==> config.mk <==
export PLATFORM = sky130hd
export DESIGN_NAME = wdt_timer
export DESIGN_NICKNAME = d
export VERILOG_FILES = /design/src/rtl/wdt_timer.v /design/src/rtl/wdt_div_chain.v /design/src/rtl/wdt_key_gate.v
export VERILOG_INCLUDE_DIRS = /design/src /design/src/rtl
export SDC_FILE = /design/constraint.sdc
export NUM_CORES = 1
export LEC_CHECK = 0
export BUFFER_PORTS_ARGS = -buffer_cell sky130_fd_sc_hd__clkbuf_2
export CORE_MARGIN = 1
export CORE_UTILIZATION = 45
export CTS_CLUSTER_DIAMETER = 60
export DETAILED_ROUTE_END_ITERATION = 8
export HOLD_SLACK_MARGIN = 0.06
export PLACE_DENSITY = 0.64
export SYNTH_ARGS = -nofsm -noshare
export SYNTH_HDL_FRONTEND = slang
export SYNTH_SLANG_ARGS = --single-unit
==> constraint.sdc <==
create_clock -name clk_sys -period 8.6 [get_ports clk_sys]
set_input_delay 1.72 -clock clk_sys [delete_from_list [all_inputs] [get_ports clk_sys]]
set_output_delay 1.72 -clock clk_sys [all_outputs]
set_load 0.05 [all_outputs]
==> src/rtl/wdt_regs.vh <==
// Register offsets, bit positions, reset values and timing counts of the watchdog timer
`ifndef WDT_REGS_VH
`define WDT_REGS_VH

// Special function register addresses
`define WDT_ADDR_IE 8'hA8
`define WDT_ADDR_WATCHDOG_CONTROL 8'hD8
`define WDT_ADDR_EIE 8'hE8
`define WDT_ADDR_EIP 8'hF8
`define WDT_ADDR_KEY 8'hC7
`define WDT_ADDR_CLOCK_CONTROL_REG 8'h8E

// Reset values
`define WDT_RST_IE 8'h00
`define WDT_RST_WATCHDOG_CONTROL 8'h00
`define WDT_RST_EIE 8'h00
`define WDT_RST_EIP 8'h00
`define WDT_RST_CLOCK_CONTROL_REG 8'h03

// Field positions
`define WDT_IE_GLOBAL 7
`define WDT_EIE_WDOG 4
`define WDT_EIP_WDOG 4
`define WDT_WATCHDOG_CONTROL_IRQF 3
`define WDT_WATCHDOG_CONTROL_RSTF 2
`define WDT_WATCHDOG_CONTROL_RSTEN 1
`define WDT_WATCHDOG_CONTROL_RESTART 0
`define WDT_CLOCK_CONTROL_REG_SEL_HI 7
`define WDT_CLOCK_CONTROL_REG_SEL_LO 6

// Timed access key bytes
`define WDT_KEY_FIRST 8'hAA
`define WDT_KEY_SECOND 8'h55

// Interval counts in clocks, and the reset delay after the flag
`define WDT_CNT_W 27
`define WDT_INTERVAL_0 27'h0020000
`define WDT_INTERVAL_1 27'h0100000
`define WDT_INTERVAL_2 27'h0800000
`define WDT_INTERVAL_3 27'h4000000
`define WDT_RESET_DELAY 10'h200
`define WDT_DELAY_W 10

`endif

==> src/rtl/wdt_timer.v <==
// Watchdog timer top: special function registers, timeout flag, interrupt request and reset request
`timescale 1ns/1ps
`include "wdt_regs.vh"

module wdt_timer #(
  parameter [`WDT_CNT_W-1:0] INTERVAL_0 = `WDT_INTERVAL_0,
  parameter [`WDT_CNT_W-1:0] INTERVAL_1 = `WDT_INTERVAL_1,
  parameter [`WDT_CNT_W-1:0] INTERVAL_2 = `WDT_INTERVAL_2,
  parameter [`WDT_CNT_W-1:0] INTERVAL_3 = `WDT_INTERVAL_3
) (
  input wire clk_sys,
  input wire rst,
  input wire [7:0] sfr_addr,
  input wire sfr_wr,
  input wire [7:0] sfr_wdata,
  input wire sfr_rd,
  output reg [7:0] sfr_rdata,
  output reg wdt_irq_req,
  output reg wdt_irq_high_prio,
  output reg wdt_reset_req
);

  ////////////////////////////////////////////////////////////////////////////
  // Register state

  reg [7:0] interrupt_enable;
  reg [7:0] extended_interrupt_enable;
  reg [7:0] extended_interrupt_priority;
  reg [7:0] clock_control_reg;
  reg timeout_irq_flag;
  reg timeout_reset_flag;
  reg reset_on_timeout_enable;
  reg count_restart_strobe;

  // Countdown between the flag and the reset request
  // Ten bits hold the 512-clock lead with room to spare
  reg delay_active;
  reg [`WDT_DELAY_W-1:0] delay_count;

  wire unlocked;
  wire timeout_tick;
  wire restart_count;
  wire [1:0] interval_select;
  wire wr_ie;
  wire wr_watchdog_control;
  wire wr_eie;
  wire wr_eip;
  wire wr_clock_control_reg;
  wire watchdog_control_write_ok;
  wire fire_reset;
  wire [7:0] watchdog_control_image;
  wire global_irq_enable;
  wire timeout_irq_enable;
  wire timeout_irq_priority;
  wire next_irq_req;

  ////////////////////////////////////////////////////////////////////////////
  // Address decoding, shared by the write and read paths
  function sfr_hit;
    input [7:0] addr;
    input [7:0] target;
    begin
      sfr_hit = (addr == target);
    end
  endfunction

  assign wr_ie = sfr_wr && sfr_hit(sfr_addr, `WDT_ADDR_IE);
  assign wr_watchdog_control = sfr_wr && sfr_hit(sfr_addr, `WDT_ADDR_WATCHDOG_CONTROL);
  assign wr_eie = sfr_wr && sfr_hit(sfr_addr, `WDT_ADDR_EIE);
  assign wr_eip = sfr_wr && sfr_hit(sfr_addr, `WDT_ADDR_EIP);
  assign wr_clock_control_reg = sfr_wr && sfr_hit(sfr_addr, `WDT_ADDR_CLOCK_CONTROL_REG);

  assign watchdog_control_write_ok = wr_watchdog_control && unlocked;

  // Named bits of the enable, priority and clock registers
  assign global_irq_enable = interrupt_enable[`WDT_IE_GLOBAL];
  assign timeout_irq_enable = extended_interrupt_enable[`WDT_EIE_WDOG];
  assign timeout_irq_priority = extended_interrupt_priority[`WDT_EIP_WDOG];
  assign interval_select = clock_control_reg[`WDT_CLOCK_CONTROL_REG_SEL_HI:`WDT_CLOCK_CONTROL_REG_SEL_LO];

  ////////////////////////////////////////////////////////////////////////////
  // Timed access key sequencer
  // The window stays open for exactly one write of any address, so an interrupt
  // routine that writes a register between the key and the control write costs
  // the caller its unlock; software must then repeat the whole sequence.

  wdt_key_gate u_key_gate (
    .clk_sys(clk_sys),
    .rst(rst),
    .sfr_wr(sfr_wr),
    .sfr_addr(sfr_addr),
    .sfr_wdata(sfr_wdata),
    .unlocked(unlocked)
  );

  ////////////////////////////////////////////////////////////////////////////
  // Divider chain
  // The count never stops: with reset and interrupt both off it still ends each
  // interval and sets the flag, which is what makes the polled timer use work.
  // A watchdog reset restarts it rather than halting it.

  assign restart_count = count_restart_strobe || wdt_reset_req;

  wdt_div_chain #(
    .INTERVAL_0(INTERVAL_0),
    .INTERVAL_1(INTERVAL_1),
    .INTERVAL_2(INTERVAL_2),
    .INTERVAL_3(INTERVAL_3)
  ) u_div_chain (
    .clk_sys(clk_sys),
    .rst(rst),
    .restart(restart_count),
    .interval_select(interval_select),
    .tick(timeout_tick)
  );

  ////////////////////////////////////////////////////////////////////////////
  // Plain enable, priority and clock control registers
  // A watchdog reset returns them to their reset values, as it does the interrupt flag and the reset enable
  // Trade-off: the interval also falls back to its shortest code, so software that
  // relies on a long interval must program it again after such a reset.
  always @(posedge clk_sys or posedge rst)
  begin
    if (rst)
    begin
      interrupt_enable <= `WDT_RST_IE;
      extended_interrupt_enable <= `WDT_RST_EIE;
      extended_interrupt_priority <= `WDT_RST_EIP;
      clock_control_reg <= `WDT_RST_CLOCK_CONTROL_REG;
    end
    else if (wdt_reset_req)
    begin
      interrupt_enable <= `WDT_RST_IE;
      extended_interrupt_enable <= `WDT_RST_EIE;
      extended_interrupt_priority <= `WDT_RST_EIP;
      clock_control_reg <= `WDT_RST_CLOCK_CONTROL_REG;
    end
    else
    begin
      if (wr_ie)
        interrupt_enable <= sfr_wdata;
      if (wr_eie)
        extended_interrupt_enable <= sfr_wdata;
      if (wr_eip)
        extended_interrupt_priority <= sfr_wdata;
      if (wr_clock_control_reg)
        clock_control_reg <= sfr_wdata;
    end
  end

  ////////////////////////////////////////////////////////////////////////////
  // Timeout interrupt flag: hardware set wins over a software clear
  // Letting the set win means a timeout that lands on the clear write is never
  // lost; the worst case is one extra interrupt, which the routine tolerates.
  always @(posedge clk_sys or posedge rst)
  begin
    if (rst)
      timeout_irq_flag <= 1'b0;
    else if (wdt_reset_req)
      timeout_irq_flag <= 1'b0;
    else if (timeout_tick)
      timeout_irq_flag <= 1'b1;
    else if (watchdog_control_write_ok)
      timeout_irq_flag <= sfr_wdata[`WDT_WATCHDOG_CONTROL_IRQF];
  end

  ////////////////////////////////////////////////////////////////////////////
  // Reset-cause flag; a software set does not cause a reset
  // It must survive the reset it reports, so rst or a keyed control write clears it, never the
  // watchdog pulse; software reads it at start-up to learn why it restarted.
  always @(posedge clk_sys or posedge rst)
  begin
    if (rst)
      timeout_reset_flag <= 1'b0;
    else if (wdt_reset_req)
      timeout_reset_flag <= 1'b1;
    else if (watchdog_control_write_ok)
      timeout_reset_flag <= sfr_wdata[`WDT_WATCHDOG_CONTROL_RSTF];
  end

  ////////////////////////////////////////////////////////////////////////////
  // Reset enable and restart strobe
  // The strobe is a register bit that reads back as 1 for a single cycle only;
  // the divider sees it one cycle after the keyed write, which the timing of
  // the restart has to allow for.
  always @(posedge clk_sys or posedge rst)
  begin
    if (rst)
    begin
      reset_on_timeout_enable <= 1'b0;
      count_restart_strobe <= 1'b0;
    end
    else if (wdt_reset_req)
    begin
      reset_on_timeout_enable <= 1'b0;
      count_restart_strobe <= 1'b0;
    end
    else
    begin
      if (watchdog_control_write_ok)
        reset_on_timeout_enable <= sfr_wdata[`WDT_WATCHDOG_CONTROL_RSTEN];
      count_restart_strobe <= watchdog_control_write_ok && sfr_wdata[`WDT_WATCHDOG_CONTROL_RESTART];
    end
  end

  ////////////////////////////////////////////////////////////////////////////
  // Delay from the hardware timeout to the reset request
  // Only a hardware timeout arms it; setting the flag by software never resets
  // A tick that arrives while a countdown runs does not reload it, so a short
  // interval cannot postpone a reset that is already due.
  assign fire_reset = delay_active && (delay_count == 10'h001) && reset_on_timeout_enable &&
                      !count_restart_strobe;

  always @(posedge clk_sys or posedge rst)
  begin
    if (rst)
    begin
      delay_active <= 1'b0;
      delay_count <= 10'h000;
    end
    else if (count_restart_strobe || !reset_on_timeout_enable || wdt_reset_req)
    begin
      delay_active <= 1'b0;
      delay_count <= 10'h000;
    end
    else if (timeout_tick && !delay_active)
    begin
      delay_active <= 1'b1;
      delay_count <= `WDT_RESET_DELAY;
    end
    else if (delay_active)
    begin
      delay_count <= delay_count - 10'h001;
      if (delay_count == 10'h001)
        delay_active <= 1'b0;
    end
  end

  ////////////////////////////////////////////////////////////////////////////
  // Reset request pulse, one cycle long
  // It must not be looped back to rst: the asynchronous reset would wipe the
  // reset-cause flag before software could read it.
  always @(posedge clk_sys or posedge rst)
  begin
    if (rst)
      wdt_reset_req <= 1'b0;
    else
      wdt_reset_req <= fire_reset;
  end

  ////////////////////////////////////////////////////////////////////////////
  // Interrupt request and priority outputs
  // Both leave from flops, so the request trails the flag and enables by one
  // cycle; the priority output is only meaningful while the request is up.
  // three way gate
  assign next_irq_req = timeout_irq_flag && timeout_irq_enable && global_irq_enable;

  always @(posedge clk_sys or posedge rst)
  begin
    if (rst)
    begin
      wdt_irq_req <= 1'b0;
      wdt_irq_high_prio <= 1'b0;
    end
    else
    begin
      wdt_irq_req <= next_irq_req;
      wdt_irq_high_prio <= timeout_irq_priority;
    end
  end

  ////////////////////////////////////////////////////////////////////////////
  // Read path; reserved control bits and unmapped addresses read as zero
  // The enable, priority and clock registers keep all eight bits as written,
  // so spare bits there read back whatever software stored.
  assign watchdog_control_image = {4'h0, timeout_irq_flag, timeout_reset_flag, reset_on_timeout_enable,
                        count_restart_strobe};

  // Registered so the data leaves from a flop, one cycle after the read strobe
  // Reads have no side effects, so polling the control register is safe at any
  // time, even during a reset countdown.
  always @(posedge clk_sys or posedge rst)
  begin
    if (rst)
      sfr_rdata <= 8'h00;
    else if (sfr_rd)
    begin
      if (sfr_hit(sfr_addr, `WDT_ADDR_IE))
        sfr_rdata <= interrupt_enable;
      else if (sfr_hit(sfr_addr, `WDT_ADDR_WATCHDOG_CONTROL))
        sfr_rdata <= watchdog_control_image;
      else if (sfr_hit(sfr_addr, `WDT_ADDR_EIE))
        sfr_rdata <= extended_interrupt_enable;
      else if (sfr_hit(sfr_addr, `WDT_ADDR_EIP))
        sfr_rdata <= extended_interrupt_priority;
      else if (sfr_hit(sfr_addr, `WDT_ADDR_CLOCK_CONTROL_REG))
        sfr_rdata <= clock_control_reg;
      else
        sfr_rdata <= 8'h00;
    end
  end

endmodule

==> src/rtl/wdt_div_chain.v <==
// Free-running watchdog divider chain with selectable terminal count
`timescale 1ns/1ps
`include "wdt_regs.vh"

module wdt_div_chain #(
  parameter [`WDT_CNT_W-1:0] INTERVAL_0 = `WDT_INTERVAL_0,
  parameter [`WDT_CNT_W-1:0] INTERVAL_1 = `WDT_INTERVAL_1,
  parameter [`WDT_CNT_W-1:0] INTERVAL_2 = `WDT_INTERVAL_2,
  parameter [`WDT_CNT_W-1:0] INTERVAL_3 = `WDT_INTERVAL_3
) (
  input wire clk_sys,
  input wire rst,
  input wire restart,
  input wire [1:0] interval_select,
  output reg tick
);

  reg [`WDT_CNT_W-1:0] count;
  wire [`WDT_CNT_W-1:0] limit;
  wire at_end;

  ////////////////////////////////////////////////////////////////////////////
  // Terminal count chosen by the interval code
  function [`WDT_CNT_W-1:0] wdt_limit;
    input [1:0] code;
    begin
      case (code)
        2'h0: wdt_limit = INTERVAL_0;
        2'h1: wdt_limit = INTERVAL_1;
        2'h2: wdt_limit = INTERVAL_2;
        default: wdt_limit = INTERVAL_3;
      endcase
    end
  endfunction

  assign limit = wdt_limit(interval_select);
  // Compare with >= so that shrinking the interval mid-count still ends it
  assign at_end = (count >= (limit - 27'h0000001));

  ////////////////////////////////////////////////////////////////////////////
  // Count, wrap at the interval and pulse once per elapsed interval
  always @(posedge clk_sys or posedge rst)
  begin
    if (rst)
    begin
      count <= 27'h0000000;
      tick <= 1'b0;
    end
    else if (restart)
    begin
      count <= 27'h0000000;
      tick <= 1'b0;
    end
    else if (at_end)
    begin
      count <= 27'h0000000;
      tick <= 1'b1;
    end
    else
    begin
      count <= count + 27'h0000001;
      tick <= 1'b0;
    end
  end

endmodule

==> src/rtl/wdt_key_gate.v <==
// Timed access key sequencer that opens the control register for one write
`timescale 1ns/1ps
`include "wdt_regs.vh"

module wdt_key_gate (
  input wire clk_sys,
  input wire rst,
  input wire sfr_wr,
  input wire [7:0] sfr_addr,
  input wire [7:0] sfr_wdata,
  output wire unlocked
);

  localparam [2:0] ST_IDLE = 3'h1;
  localparam [2:0] ST_FIRST = 3'h2;
  localparam [2:0] ST_OPEN = 3'h4;

  reg [2:0] state;
  reg [2:0] next_state;
  wire key_wr;

  assign key_wr = sfr_wr && (sfr_addr == `WDT_ADDR_KEY);
  assign unlocked = state[2];

  ////////////////////////////////////////////////////////////////////////////
  // Only writes advance the sequence; any stray write starts it over
  always @*
  begin
    next_state = state;
    case (state)
      ST_IDLE:
        if (key_wr && (sfr_wdata == `WDT_KEY_FIRST))
          next_state = ST_FIRST;
      ST_FIRST:
        if (key_wr && (sfr_wdata == `WDT_KEY_SECOND))
          next_state = ST_OPEN;
        else if (key_wr && (sfr_wdata == `WDT_KEY_FIRST))
          next_state = ST_FIRST;
        else if (sfr_wr)
          next_state = ST_IDLE;
      ST_OPEN:
        // The very next write, whatever its target, uses up the window
        if (sfr_wr)
          next_state = ST_IDLE;
      default:
        next_state = ST_IDLE;
    endcase
  end

  always @(posedge clk_sys or posedge rst)
  begin
    if (rst)
      state <= ST_IDLE;
    else
      state <= next_state;
  end

endmodule

==> results.py <==
metrics = {
    "clock_network": {
        "cts_hold_buf": 0,
        "cts_setup_buffers": 0,
        "cts_root_buf": "clkbuf_8",
        "cts_sinks": 89,
        "clk_latency_ns": 0.37,
        "clk_pin_slew_ns": 0.08,
        "cts_resized": 0,
        "cts_max_level": 3,
        "clk_path_buf_depth": 2,
        "cts_buffers": 9,
        "cts_tree": "done",
    },
    "floorplanning": {
        "die_width_um": 104,
        "die_area_sq_um": 10800,
        "die_h_um": 104,
        "start_util_pct": 47.2,
        "ios": 31,
        "rows": 36,
        "core-area_sq_um": 9910,
    },
    "sta": {
        "worst_pin_slew_ns": 0.835,
        "rsz0062_at_grt": "no",
        "fin_hold_ws_ns": 0.470,
        "skew_ns": 0.00814,
        "worst_slack_ns": 5.45,
        "slew_headroom_pct": 44.3,
        "min_period_ns": 3.15,
        "tns_ns": 0,
        "setup_violations": 0,
        "maxSlewViolCount": 0,
        "fmax_mhz": 317,
        "finalCritPeriodShare_pct": 36.7,
        "hold_violations": 0,
    },
    "logic_synthesis": {
        "avgSynthCellArea_sq_um": 9.75,
        "synth-compound-area-share_pct": 9.57,
        "netlist_area_sq_um": 4680,
        "seq_area_frac_synth_pct": 47.7,
        "yosys.area_share.simple_pct": 25.1,
        "synth_seq_cells": 89,
        "synth_xor_area_share_pct": 5.99,
        "synth_nets": 510,
        "synth_mux_area_share_pct": 5.35,
        "synthAdderAreaFrac_pct": 2.67,
        "ys.warnings.count": 0,
        "yosys.area.top_type_share_pct": 46.0,
        "synth_top_area_cell": "dfrtp_1",
        "synth_cell_types": 59,
        "synth-edff-count": 0,
        "synthFlopType": "dfrtp_1",
        "synth_top_family_by_area": "simple AND/OR/NAND/NOR gates",
        "syn_inst": 480,
        "synthTopCellsByArea": "dfrtp_1 (46%), nor2_1 (6.0%), mux2i_1 (5.3%)",
        "synthArstFlopShare_pct": 100,
    },
    "grt": {
        "grt_max_degree": 67,
        "use_met1_pct": 28.2,
        "grt_pass1_wl_um": 17000,
        "antenna_found_initial": 0,
        "grt_usage_pct": 19.7,
        "overflow": 0,
        "grt_busiest_layer": "met2",
        "grt_util_met3_pct": 4.26,
        "use_met2_pct": 29.5,
        "grt_pass1_vias": 3421,
    },
    "run_status": {
        "status": "finished clean",
    },
    "routing": {
        "num_vias": 3514,
        "antenna_left": 0,
        "drt_iter0_drc": 227,
        "wl_um": 9750,
        "wl_per_cell_um": 15.2,
        "viasPerCell": 5.47,
        "dr.pass1.iters": 4,
        "drc_errors": 0,
    },
    "power_and_ir_drop": {
        "power_uw": 805,
        "p_leak_nw": 2.56,
        "power.density_nw_per_um2": 157,
        "vdd_drop_max_mv": 0.0903,
    },
    "cells_and_area": {
        "largest_registers": "u_div_chain.count x27, delay_count x10",
        "finish.instance_area_sq_um": 5140,
        "drive_gt1_share_pct": 14.1,
        "instances_no_fill": 643,
        "antenna_cells": 0,
        "fillCellCount": 944,
        "num-nets-final": 535,
        "largest_reg_flops": 27,
        "top_register": "u_div_chain.count",
        "final_util_pct": 51.8,
        "area_delta_synth_final_pct": 9.79,
    },
    "flow_run": {
        "drv_cap": 0,
    },
    "placed_design": {
        "postPlaceCellArea_sq_um": 4910,
        "preCtsSetupSlack_ns": 5.08,
        "dp_hpwl_um": 6810,
        "gp_congestion": 0.797,
        "dp_cells": 627,
        "numPortBuffers": 30,
    },
    "worst_setup_path": {
        "critical_path_class": "input pin to flop",
        "worstPathArrival_ns": 3.40,
        "worstSetupStartpointType": "input pin",
        "worstPathRequired_ns": 8.84,
        "ff2ff_path_depth": 8,
        "end_kind": "flop",
        "crit_fanout": 8,
    },
    "hold_path": {
        "hold_depth": 0,
        "hold_path_class": "flop to flop",
    },
}
[layout make-up]
class                           instances  area, sq um  share of cell area [%]
Multi-Input combinational cell        357         2280                    44.5
Sequential cell                        89         2230                    43.4
Timing Repair Buffer                   34          180                    3.51
Tap cell                              133          166                    3.24
Clock buffer                           12          145                    2.83
Clock inverter                          4         76.3                    1.49
Inverter                               14         53.8                    1.05
[cells in the mapped netlist, types with 5 or more instances]
cell and n:
nand3_1 14, xnor2_1 10, o21ai_0 13, clkbuf_1 13, a21oi_1 27, ha_1 10
nor3_1 10, xor2_1 22, nand4_1 9, nand2_1 40, nor2_1 75, nor2_4 7
inv_1 14, and3_1 13, mux2i_1 25, nand2b_1 6, dfrtp_1 86, o21a_1 5
[routing by layer]
layer	vias up	share of wire, %
met1	1717	49
met2	59	44
met3	10	5.0
li1	1728	-
met5	-	0
met4	0	1.4
[worst paths after layout]
check                                                    start                    end  slack, ns
worst max-delay path                               sfr_addr[5]    interrupt_enable[4]       5.45
worst min-delay path            extended_interrupt_priority[4]      wdt_irq_high_prio       0.47
worst max register to register            clock_control_reg[7]   u_div_chain.count[7]       6.11
worst min register to register  extended_interrupt_priority[4]      wdt_irq_high_prio       0.47
max in group asynchronous                                  rst  u_div_chain.count[17]       6.13
min in group asynchronous                                  rst         delay_count[7]       1.31
[power breakdown]
group	total, mW	switching (mW)	internal, mW
registers	0.434	0.00579	0.428
logic	0.0489	0.0332	0.0157
clock network	0.323	0.150	0.172
total	0.805	0.189	0.616
[cell families after synthesis]
| kind of cell | count (synthesis) |
|---|---|
| and+or+nand+nor | 219 |
| DFF | 89 |
| AOI/OAI and AO/OA | 70 |
| buffers and inverters | 34 |
| xor gates and xnor gates | 32 |
| muxes | 25 |
| adders and majority gates | 10 |
| other | 1 |
[cell usage in the layout, fill, tap and decap left out, types with 3 or more instances in the layout]
cell type / count
nand2b_1: 6
dfrtp_1: 86
a22oi_1: 4
nand4_1: 9
o21a_1: 5
xnor2_1: 10
and3_1: 13
or3_1: 3
nor2_1: 75
a21oi_1: 27
o21ai_0: 13
mux2i_1: 25
nand3b_1: 3
and4_1: 4
clkbuf_2: 30
clkbuf_8: 10
nor4bb_1: 4
nand3_1: 14
dfstp_2: 3
inv_1: 13
nor2_4: 7
ha_1: 10
nand2_1: 40
o22ai_1: 4
xor2_1: 22
nor2_2: 3
buf_4: 4
and2_1: 3
a221o_1: 3
nor4b_1: 3
nor3_1: 10
[critical path, stage by stage]
cell and delay (ns):
clkbuf_2 0.13, or3b_2 0.50, nand4bb_1 0.63, mux2i_1 0.35
nor2_1 0.06
Power figures use the tool's default switching activity.
